[config.mk]
export PLATFORM = sky130hd
export DESIGN_NAME = pwm_deadtime_and_trigger
export DESIGN_NICKNAME = d
export VERILOG_FILES = /design/src/design/pwm_dt_trig_pkg.sv /design/src/design/pwm_deadtime_and_trigger.sv /design/src/design/deadtime_prescaler.sv
export SDC_FILE = /design/constraint.sdc
export NUM_CORES = 1
export LEC_CHECK = 0
export BUFFER_PORTS_ARGS = -buffer_cell sky130_fd_sc_hd__buf_2
export CAP_MARGIN = 5
export CORE_ASPECT_RATIO = 0.9
export CORE_UTILIZATION = 50
export DETAILED_ROUTE_END_ITERATION = 6
export PLACE_DENSITY = 0.87
export SLEW_MARGIN = 20
export SYNTH_ARGS = -nofsm -noshare
export SYNTH_HDL_FRONTEND = slang
export SYNTH_HIERARCHICAL = 1
export SYNTH_SLANG_ARGS = --single-unit
[constraint.sdc]
create_clock -name clk -period 4.9 [get_ports clk]
set_input_delay 0.98 -clock clk [delete_from_list [all_inputs] [get_ports clk]]
set_output_delay 0.98 -clock clk [all_outputs]
set_load 0.1 [all_outputs]
[src/design/pwm_dt_trig_pkg.sv]
// Purpose: Shared constants for the deadtime and trigger block
// Assumes: APB slave, 32-bit data, one aligned word per register
// Notes:   All offsets are byte addresses
package pwm_dt_trig_pkg;

    // ************************************************************
    // Widths
    // ************************************************************
    localparam int ADDR_W      = 12;
    localparam int DATA_W      = 32;
    localparam int CNT_W       = 16;
    localparam int NUM_TRIG_CH = 6;
    localparam int DT_PS_W     = 2;
    localparam int DT_VAL_W    = 6;
    localparam int IRQ_W       = 2;
    localparam int PS_CNT_W    = 2;

    // ************************************************************
    // Register offsets
    // ************************************************************
    localparam logic [ADDR_W-1:0] OFS_DEADTIME   = 12'h000;
    localparam logic [ADDR_W-1:0] OFS_EXTTRIG    = 12'h004;
    localparam logic [ADDR_W-1:0] OFS_PAIR_CTRL  = 12'h008;
    localparam logic [ADDR_W-1:0] OFS_IRQ_STATUS = 12'h00C;
    localparam logic [ADDR_W-1:0] OFS_IRQ_MASK   = 12'h010;

    // ************************************************************
    // Field positions
    // ************************************************************
    localparam int DT_PS_LO      = 6;
    localparam int DT_VAL_LO     = 0;
    localparam int TRIG_FLAG_BIT = 7;
    localparam int INIT_EN_BIT   = 6;
    localparam int CHAN_EN_LO    = 0;
    localparam int PAIR_WPD_BIT  = 0;
    localparam int PAIR_DTEN_BIT = 1;
    localparam int PAIR_COMP_BIT = 2;
    localparam int IRQ_CHAN_BIT  = 0;
    localparam int IRQ_INIT_BIT  = 1;

    // Enable bit position for channels 0..5
    localparam int CHAN_EN_POS [NUM_TRIG_CH] = '{4, 5, 0, 1, 2, 3};

    // ************************************************************
    // Prescale encodings and reset values
    // ************************************************************
    localparam logic [DT_PS_W-1:0]  PS_DIV4     = 2'h2;
    localparam logic [PS_CNT_W-1:0] PS_MAX_DIV1 = 2'h0;
    localparam logic [PS_CNT_W-1:0] PS_MAX_DIV4 = 2'h3;
    localparam logic [DATA_W-1:0]   WORD_ZERO   = 32'h0000_0000;
    localparam logic [DT_VAL_W-1:0] DT_CNT_LAST = 6'h01;

endpackage

[src/design/pwm_deadtime_and_trigger.sv]
// Purpose: Deadtime insertion for pair 0 and hardware trigger logic
// Assumes: Timer count, compare values and PWM come from the same clock
// Notes:   APB slave, zero wait states, unmapped address gives pslverr
//
// Operation
// - Prescale select divides clock by 1 or 4
// - Deadtime counter advances only on prescaled tick
// - One prescale and count shared by all
// - Count value inserts that many counts, 0..63
// - Deadtime cycles equal factor times count
// - Deadtime fields writable only when unprotected
// - Upper bits 31..8 read as zero
// - Any channel trigger sets the flag
// - Flag clears by read then zero write
// - Writing one to flag does nothing
// - New trigger restarts the clearing sequence
// - Init enable triggers on counter equal initial
// - Channel enable bits map to channel compares
// - Channels 6 and 7 never trigger
// - Any trigger enable combination allowed together
// - Pair deadtime only when pair enable set
// - Complementary mode inverts odd channel output
//
// Decided for this implementation: the address map and the APB interface to the registers.
`timescale 1ns/1ps
module pwm_deadtime_and_trigger
    import pwm_dt_trig_pkg::*;
#(
    parameter int CW = CNT_W
)(
    // Clock and reset
    input  wire logic                            clk,
    input  wire logic                            rst_n,
    // APB slave
    input  wire logic                            psel,
    input  wire logic                            penable,
    input  wire logic                            pwrite,
    input  wire logic [ADDR_W-1:0]               paddr,
    input  wire logic [DATA_W-1:0]               pwdata,
    output logic                                 pready,
    output logic [DATA_W-1:0]                    prdata,
    output logic                                 pslverr,
    // Timer values
    input  wire logic [CW-1:0]                   timer_count,
    input  wire logic [CW-1:0]                   counter_initial_value,
    input  wire logic [NUM_TRIG_CH-1:0][CW-1:0]  channel_compare_value,
    // Pair 0 PWM in and out
    input  wire logic                            pwm_even_in,
    output logic                                 chan0_out,
    output logic                                 chan1_out,
    // Triggers and interrupt
    output logic                                 chan_trigger_pulse,
    output logic                                 init_trigger_pulse,
    output logic                                 irq
);

    // ************************************************************
    // State
    // ************************************************************
    typedef struct packed {
        logic [DT_PS_W-1:0]     ps_sel;
        logic [DT_VAL_W-1:0]    dt_val;
        logic                   init_en;
        logic [NUM_TRIG_CH-1:0] chan_en;
        logic                   trig_flag;
        logic                   clear_armed;
        logic                   wpd;
        logic                   dt_en;
        logic                   comp_en;
        logic [IRQ_W-1:0]       irq_status;
        logic [IRQ_W-1:0]       irq_mask;
        logic                   pready;
        logic                   pslverr;
        logic [DATA_W-1:0]      prdata;
        logic [NUM_TRIG_CH-1:0] chan_match_prev;
        logic                   init_match_prev;
        logic                   chan_trig;
        logic                   init_trig;
        logic [1:0]             pair_tgt;
        logic [1:0]             pair_out;
        logic                   dt_busy;
        logic [DT_VAL_W-1:0]    dt_cnt;
        logic                   irq;
    } state_s;

    state_s s_reg;
    state_s s_next;
    logic   dt_restart;
    logic   dt_tick;

    // ************************************************************
    // Helpers
    // ************************************************************
    // Address decode, used for the error answer that also blocks the access
    function automatic logic addr_valid(input logic [ADDR_W-1:0] a);
        return (a == OFS_DEADTIME) || (a == OFS_EXTTRIG) ||
               (a == OFS_PAIR_CTRL) || (a == OFS_IRQ_STATUS) ||
               (a == OFS_IRQ_MASK);
    endfunction

    // Read word; all unlisted bits read zero
    function automatic logic [DATA_W-1:0] read_word(
        input state_s               st,
        input logic [ADDR_W-1:0]    a
    );
        logic [DATA_W-1:0] w;
        w = WORD_ZERO;
        unique case (a)
            OFS_DEADTIME: begin
                w[DT_PS_LO +: DT_PS_W]   = st.ps_sel;
                w[DT_VAL_LO +: DT_VAL_W] = st.dt_val;
            end
            OFS_EXTTRIG: begin
                w[TRIG_FLAG_BIT]                = st.trig_flag;
                w[INIT_EN_BIT]                  = st.init_en;
                w[CHAN_EN_LO +: NUM_TRIG_CH]    = st.chan_en;
            end
            OFS_PAIR_CTRL: begin
                w[PAIR_WPD_BIT]  = st.wpd;
                w[PAIR_DTEN_BIT] = st.dt_en;
                w[PAIR_COMP_BIT] = st.comp_en;
            end
            OFS_IRQ_STATUS: w[IRQ_W-1:0] = st.irq_status;
            OFS_IRQ_MASK:   w[IRQ_W-1:0] = st.irq_mask;
            default:        w = WORD_ZERO;
        endcase
        return w;
    endfunction

    // ************************************************************
    // Shared prescaler
    // ************************************************************
    // One prescaler for every pair, fed by the single setting
    deadtime_prescaler u_prescaler (
        .clk          (clk),
        .rst_n        (rst_n),
        .restart      (dt_restart),
        .prescale_sel (s_reg.ps_sel),
        .tick         (dt_tick)
    );

    // ************************************************************
    // Next-state logic
    // ************************************************************
    always_comb begin
        logic                   access;
        logic                   wr;
        logic                   rd;
        logic [NUM_TRIG_CH-1:0] chan_match;
        logic                   init_match;
        logic                   chan_hit;
        logic                   init_hit;
        logic [1:0]             tgt;
        access     = 1'b0;
        wr         = 1'b0;
        rd         = 1'b0;
        chan_match = '0;
        init_match = 1'b0;
        chan_hit   = 1'b0;
        init_hit   = 1'b0;
        tgt        = '0;
        s_next     = s_reg;
        dt_restart = 1'b0;

        // APB setup phase prepares a zero-wait answer
        s_next.pready  = 1'b0;
        s_next.pslverr = 1'b0;
        if (psel && !penable) begin
            s_next.pready  = 1'b1;
            s_next.pslverr = !addr_valid(paddr);
            s_next.prdata  = read_word(s_reg, paddr);
        end
        access = psel && penable && s_reg.pready;
        wr     = access && pwrite && !s_reg.pslverr;
        rd     = access && !pwrite && !s_reg.pslverr;

        // Register writes, effective at the access edge
        if (wr) begin
            unique case (paddr)
                OFS_DEADTIME: begin
                    if (s_reg.wpd) begin
                        s_next.ps_sel = pwdata[DT_PS_LO +: DT_PS_W];
                        s_next.dt_val = pwdata[DT_VAL_LO +: DT_VAL_W];
                    end
                end
                OFS_EXTTRIG: begin
                    s_next.init_en = pwdata[INIT_EN_BIT];
                    s_next.chan_en = pwdata[CHAN_EN_LO +: NUM_TRIG_CH];
                    // A one leaves the flag alone
                    if (!pwdata[TRIG_FLAG_BIT] && s_reg.clear_armed) begin
                        s_next.trig_flag   = 1'b0;
                        s_next.clear_armed = 1'b0;
                    end
                end
                OFS_PAIR_CTRL: begin
                    s_next.wpd = pwdata[PAIR_WPD_BIT];
                    if (s_reg.wpd) begin
                        s_next.dt_en   = pwdata[PAIR_DTEN_BIT];
                        s_next.comp_en = pwdata[PAIR_COMP_BIT];
                    end
                end
                OFS_IRQ_STATUS: begin
                    s_next.irq_status = s_reg.irq_status &
                                        ~pwdata[IRQ_W-1:0];
                end
                OFS_IRQ_MASK: s_next.irq_mask = pwdata[IRQ_W-1:0];
                default: ;
            endcase
        end

        // Read of the trigger register with flag seen set arms the clear
        if (rd && (paddr == OFS_EXTTRIG) && s_reg.prdata[TRIG_FLAG_BIT]) begin
            s_next.clear_armed = 1'b1;
        end

        // Compare matches; only channels 0..5 exist here
        for (int i = 0; i < NUM_TRIG_CH; i++) begin
            chan_match[i] = s_reg.chan_en[CHAN_EN_POS[i]] &&
                            (timer_count == channel_compare_value[i]);
        end
        init_match = s_reg.init_en &&
                     (timer_count == counter_initial_value);

        // Rising edge of a match gives a single pulse
        chan_hit = |(chan_match & ~s_reg.chan_match_prev);
        init_hit = init_match && !s_reg.init_match_prev;
        s_next.chan_match_prev = chan_match;
        s_next.init_match_prev = init_match;
        s_next.chan_trig       = chan_hit;
        s_next.init_trig       = init_hit;

        // Set wins over the clear and disarms a pending sequence
        if (chan_hit) begin
            s_next.trig_flag   = 1'b1;
            s_next.clear_armed = 1'b0;
        end
        if (chan_hit) begin
            s_next.irq_status[IRQ_CHAN_BIT] = 1'b1;
        end
        if (init_hit) begin
            s_next.irq_status[IRQ_INIT_BIT] = 1'b1;
        end
        s_next.irq = |(s_next.irq_status & s_next.irq_mask);

        // Pair target: odd is inverse of even in complementary mode
        tgt[0] = pwm_even_in;
        tgt[1] = s_reg.comp_en ? !pwm_even_in : pwm_even_in;

        // Outputs going inactive drop at once; rising ones wait
        if (tgt != s_reg.pair_tgt) begin
            s_next.pair_tgt = tgt;
            if (s_reg.dt_en && (s_reg.dt_val != '0)) begin
                s_next.pair_out = s_reg.pair_out & tgt;
                s_next.dt_busy  = 1'b1;
                s_next.dt_cnt   = s_reg.dt_val;
                dt_restart      = 1'b1;
            end else begin
                s_next.pair_out = tgt;
                s_next.dt_busy  = 1'b0;
            end
        end else if (s_reg.dt_busy && dt_tick) begin
            // Last tick lands exactly factor*count cycles after the edge
            if (s_reg.dt_cnt == DT_CNT_LAST) begin
                s_next.pair_out = s_reg.pair_tgt;
                s_next.dt_busy  = 1'b0;
            end
            s_next.dt_cnt = s_reg.dt_cnt - DT_CNT_LAST;
        end
    end

    // ************************************************************
    // State register
    // ************************************************************
    always_ff @(posedge clk or negedge rst_n) begin
        if (!rst_n) begin
            s_reg <= '0;
        end else begin
            s_reg <= s_next;
        end
    end

    // Outputs straight from flops
    assign pready             = s_reg.pready;
    assign prdata             = s_reg.prdata;
    assign pslverr            = s_reg.pslverr;
    assign chan0_out          = s_reg.pair_out[0];
    assign chan1_out          = s_reg.pair_out[1];
    assign chan_trigger_pulse = s_reg.chan_trig;
    assign init_trigger_pulse = s_reg.init_trig;
    assign irq                = s_reg.irq;

endmodule // pwm_deadtime_and_trigger

[src/design/deadtime_prescaler.sv]
// Purpose: Prescaled tick for the deadtime counter
// Assumes: Same clock as the register block
// Notes:   Restart aligns the first tick to a full prescale period
`timescale 1ns/1ps
module deadtime_prescaler
    import pwm_dt_trig_pkg::*;
(
    // Clock and reset
    input  wire logic               clk,
    input  wire logic               rst_n,
    // Control
    input  wire logic               restart,
    input  wire logic [DT_PS_W-1:0] prescale_sel,
    // Tick out
    output logic                    tick
);

    typedef struct packed {
        logic [PS_CNT_W-1:0] cnt;
    } pre_s;

    pre_s                s_reg;
    pre_s                s_next;
    logic [PS_CNT_W-1:0] cnt_max;

    // ************************************************************
    // Divide logic
    // ************************************************************
    // Code 11 is treated as divide by 4, same as 10
    always_comb begin
        s_next  = s_reg;
        cnt_max = prescale_sel[DT_PS_W-1] ? PS_MAX_DIV4 : PS_MAX_DIV1;
        tick    = (s_reg.cnt == cnt_max);
        if (restart || tick) begin
            s_next.cnt = '0;
        end else begin
            s_next.cnt = s_reg.cnt + PS_CNT_W'(1);
        end
    end

    // State register
    always_ff @(posedge clk or negedge rst_n) begin
        if (!rst_n) begin
            s_reg <= '0;
        end else begin
            s_reg <= s_next;
        end
    end

endmodule // deadtime_prescaler

==> results of run 1 <==
## final cells by class
class	instances	area share, %
repair buffers	169	16.6
multi-input cells	341	47.9
well taps	99	2.42
flip-flops and latches	57	27.9
clock inverters	5	1.52
clock buffers	11	2.96
inverters	11	0.807
## Yosys cell counts, types with 2 or more instances
cell        n
nand2b_1    2
mux2_2     20
nand2_1    20
and4_1      4
nand4_1    19
a2111oi_0   2
a21o_1      4
and3_1      2
a22oi_1     5
xor2_1     13
and2_1      3
a221oi_1    6
clkbuf_1   17
ha_1        2
nor4_1     14
o21ai_0     5
buf_4      32
nand3_1    11
nor2_1     39
o22a_1      2
buf_2       2
dfrtp_1    57
inv_1      10
a21oi_1     3
a221o_1     2
nand4b_1    2
or3_1       4
nor3_1      7
mux2i_1     3
xnor2_1    99
## placed cells by master (no fill, tap or decap), drive strengths merged, types with 3 or more instances in the layout
master / n
o21ai: 5
inv: 10
nor3: 8
and4: 4
mux2: 20
a21oi: 4
mux2i: 3
nand3: 12
nand2: 20
a21o: 4
clkinv: 3
xor2: 13
o22a: 3
a22oi: 5
conb: 24
and2: 5
clkbuf: 11
or3: 4
nor2: 39
dfrtp: 57
nor4: 15
nand4: 19
buf: 169
xnor2: 99
a221oi: 6
## worst max-delay path by stage
| stage | cells past startpoint | endpoint | from | slack (ps) |
|---|---|---|---|---|
| after floorplan | 7 | s_reg[6] | pwm_even_in | 2290 |
| after global placement | 6 | s_reg[76] | paddr[3] | 1890 |
| after detailed placement | 6 | s_reg[74] | paddr[3] | 1750 |
| after CTS | 6 | s_reg[74] | paddr[3] | 2120 |
| after global routing | 6 | s_reg[76] | paddr[3] | 1930 |
| final | 6 | s_reg[74] | paddr[3] | 2080 |
## logic make-up after synthesis
logic type / count (synthesis) / synth area share (%)
flops: 57 / 34.2
compound gates: 42 / 7.86
mux: 23 / 6.12
other cells: 1 / 0.0899
buf+inv: 64 / 9.12
simple gates: 137 / 17.9
xor+xnor: 113 / 24.1
fa+ha+maj: 2 / 0.600
## per-layer routing
layer	wire [um]	GRT usage [%]	part of all wire, %
met5	0	0	0
met4	257	9.63	2.1
met3	996	7.66	8.3
met2	5810	49.7	48
met1	4950	34.9	41
## report_power, final
part,internal (mW),switching (mW),total (mW)
Clock,0.312,0.186,0.498
Sequential,0.495,0.0205,0.515
Combinational,0.145,0.299,0.444
Total,0.952,0.506,1.46
## worst register-to-register path, stage by stage, from the launching register on
cell	delay [ps]
dfrtp_1	440
or4_1	560
o31ai_1	410
nand2b_1	350
and2_2	260
a211oi_1	60
a21o_1	150
==> flow_summary.ini, run 1 <==
[clocking]
tritoncts = yes
clk_latency_ps = 340
cts_resized = 0
holdBufCountCts = 0
clock-root-buffer = clkbuf_8
clock_sinks = 57
h-tree-depth = 3
path_clk_slew_ps = 60
numCtsBuffers = 9
max-clock-path-buffers = 2
cts_setup_buffers = 0

[route]
ant_nets = 0
wirelength_um = 12000
vias_per_cell = 5.50
drt_iter0_markers = 300
drc = 8
via_count = 3813
drt_first_pass_iters = 7
wire_per_inst_um = 17.3

[worst_hold_path]
whs_path_depth = 1
worstHoldStart = s_reg[14]
hold_path_class = reg2reg
hold-path-endpoint = init_trigger_pulse

[timing]
drv_slew = 0
fin_hold_ws_ps = 437
setup_ws_ps = 2080
finClkSkew_ps = 5.75
fmax_mhz = 355
rsz0062_at_grt = false
finalHoldViolCount = 0
relSlewSlack_pct = 50.6
setup_violations = 0
post-route-period-util_pct = 57.5
tightest_slew_ps = 737
final.setup.tns_ps = 0
post-route-min-period_ps = 2820

[power]
powerDensity_nw_per_um2 = 285
power_mw = 1.46
p_leak_nw = 2.40
vdd.ir_drop.worst_mv = 0.119

[synthesis]
synth_cells = 439
async_reset_ff_share_pct = 100
syn_area_per_cell_um2 = 9.50
yosys_most_used_dff = dfrtp_1
synth_top_area_cell = dfrtp_1
synth_top_cell_area_share_pct = 34.2
yosysWarnings = 6
synth_edf_count = 0
ys_ff_latch = 57
syn_area_um2 = 4170
synth_area_leaders = dfrtp_1 (34%), xnor2_1 (21%), buf_4 (5.8%), mux2_2 (5.4%), nor2_1 (3.5%)
ys_seq_area_share_pct = 34.2
ys_types = 58

[setup_path]
crit_path_end_kind = register
critPathSlowestCell = and3_1
max_stage_delay_ps = 510
r2r_setup_slack_ps = 2560
path_cells = buf_2 -> nor3_1 -> nand3_1 -> nor2_1 -> and3_1 -> mux2_2
crit-reg2reg-launch = s_reg[74]
start_kind = input pin
arrival_ps = 3040
critPathKind = in2reg
worstPathRequired_ps = 5120
crit_buf_inv = 1
reg2reg_depth = 6
path_max_fanout = 8
path_delay_family = simple AND/OR/NAND/NOR gates
reg2reg_to = s_reg[2]

[floorplanning]
ios = 217
rows = 31
core-area_um2 = 8070
start_util_pct = 51.7
die_h_um = 88.6
dieArea_um2 = 8710
fp.dieW_um = 98.3

[status]
status = complete, but fails checks
violations = DRC

[cells_and_area]
instances_no_fill = 693
largest_reg_flops = 40
multi_input_area_um2 = 2450
antenna_cells = 0
regArea_um2 = 1430
num-fill-cells = 662
design_area_um2 = 5120
nets = 769
drive_gt1_share_pct = 36.2
utilization_pct = 63.4
syn2layout_area_growth_pct = 22.7

[flow_run]
max_cap_viol_count = 0

[global_routing]
gr-total-overflow = 0
grt_pass1_vias = 3943
antenna_found_initial = 0
grt_max_degree = 58
grt_util_all_layers_pct = 28.6
grt_first_pass_wirelength_um = 19000

[placed_design]
dpl_worst_slack_ps = 1750
place_hpwl_um = 9730
dpl_cell_area_um2 = 4890
place_congestion = 0.923
dp_cells = 677
io_buffers = 168
No activity file was read; power rests on OpenSTA's default activity.
==> run 2, diff against run 1 <==
CORE_UTILIZATION = 42   (was 50)
PLACE_DENSITY = 0.78   (was 0.87)
clock period = 2.5 ns   (was 4.9 ns; I/O delays follow)
==> flow_summary.ini, run 2 (synthesized netlist as in run 1, its figures left out) <==
[timing]
setup_violations = 0
final.setup.tns_ps = 0
post-route-period-util_pct = 85.8
finalHoldViolCount = 0
tightest_slew_ps = 720
rsz0062_at_grt = false
fmax_mhz = 466
relSlewSlack_pct = 52.0
drv_slew = 0
post-route-min-period_ps = 2140
finClkSkew_ps = 6.77

[clocking]
clk_latency_ps = 330
h-tree-depth = 3
holdBufCountCts = 0
cts_resized = 0
clock_sinks = 57
numCtsBuffers = 9
max-clock-path-buffers = 2
cts_setup_buffers = 0
path_clk_slew_ps = 60
tritoncts = yes
clock-root-buffer = clkbuf_8

[floorplanning]
dieArea_um2 = 10300
core-area_um2 = 9660
start_util_pct = 43.2
fp.dieW_um = 107
ios = 217
die_h_um = 96.5
rows = 34

[cells_and_area]
num-fill-cells = 904
syn2layout_area_growth_pct = 23.6
largest_reg_flops = 40
drive_gt1_share_pct = 36.4
nets = 778
antenna_cells = 0
mostFrequentLayoutCells = buf_2 (168), xnor2_1 (99), dfrtp_1 (57)
layout_commonest_cell = buf_2

[route]
drt_iter0_markers = 256
drt_first_pass_iters = 6
ant_nets = 0
drc = 0
wirelength_um = 12100
wire_per_inst_um = 16.6
via_count = 3721
vias_per_cell = 5.12

[worst_hold_path]
hold_path_class = in2async

[setup_path]
reg2reg_depth = 6
path_max_fanout = 8
start_kind = register
r2r_setup_slack_ps = 360
crit_path_end_kind = register
critPathKind = reg2reg
worstPathRequired_ps = 2720
arrival_ps = 2360

[global_routing]
grt_util_all_layers_pct = 24.4
gr-total-overflow = 0
grt_first_pass_wirelength_um = 18900
grt_max_degree = 58
antenna_found_initial = 0
grt_pass1_vias = 3749

[power]
p_leak_nw = 2.42
power_mw = 2.60
powerDensity_nw_per_um2 = 504
vdd.ir_drop.worst_mv = 0.255

[placed_design]
place_congestion = 0.946
place_hpwl_um = 9900
io_buffers = 168

[flow_run]
max_cap_viol_count = 0

[status]
status = completed
-- run 2: cell count changes in the layout (fill, tap and decap cells not counted) --
| cell | change |
|---|---|
| clkbuf_1 | +3 |
| buf_4 | +9 |
| bufinv_16 | -2 |
| clkinvlp_4 | -1 |
| clkinv_2 | -2 |
-- run 2: final cells by class --
| class | count | area [um^2] | share of cell area, % |
|---|---|---|---|
| inverter | 11 | 41.3 | 0.801 |
| tap | 126 | 158 | 3.06 |
| multi-input combinational | 341 | 2450 | 47.5 |
| sequential | 57 | 1430 | 27.7 |
| clock buffer | 14 | 163 | 3.16 |
| timing repair buffer | 178 | 916 | 17.8 |
-- run 2: final timing paths --
kind                              from              endpoint
max                          s_reg[75]              s_reg[2]
min                              rst_n  u_prescaler/s_reg[0]
max reg2reg                  s_reg[75]              s_reg[2]
min reg2reg                  s_reg[63]             s_reg[63]
max in group asynchronous        rst_n             chan0_out
min in group clk           pwm_even_in             s_reg[10]
-- run 2: report_power, final --
| group | internal, mW | total [mW] | switching, mW |
|---|---|---|---|
| Combinational | 0.284 | 0.868 | 0.584 |
| Clock | 0.404 | 0.720 | 0.316 |
| Sequential | 0.970 | 1.01 | 0.0391 |
| Total | 1.66 | 2.60 | 0.939 |
-- run 2: metrics by stage --
stage / hold WS [ps] / instance area [um^2] / cells / util [%] / worst slack (ps)
final: 315 / 5150 / 727 / 53.4 / 356
after global routing: 341 / 5150 / 727 / 53.4 / 266
after CTS: 326 / 5150 / 727 / 53.4 / 376
after detailed placement: 480 / 4990 / 713 / 51.7 / 179
after global placement: 461 / 4990 / 713 / 51.7 / 225
after floorplan: 204 / 4260 / 462 / - / 88.6
-- run 2: per-layer routing --
layer  track usage (%)  vias up  wire length, um
met3              5.50       17              895
met5                 0        -                0
li1                  -     1782                -
met4              6.16        0              190
met1              32.9     1755             5330
met2              39.7      167             5630
-- run 2: worst max-delay path, stage by stage (launching register included) --
cell      delay (ps)
dfrtp_1          410
or4_1            550
o31ai_1          310
nand2b_1         310
and2_2           250
a211oi_1          60
a21o_1           150
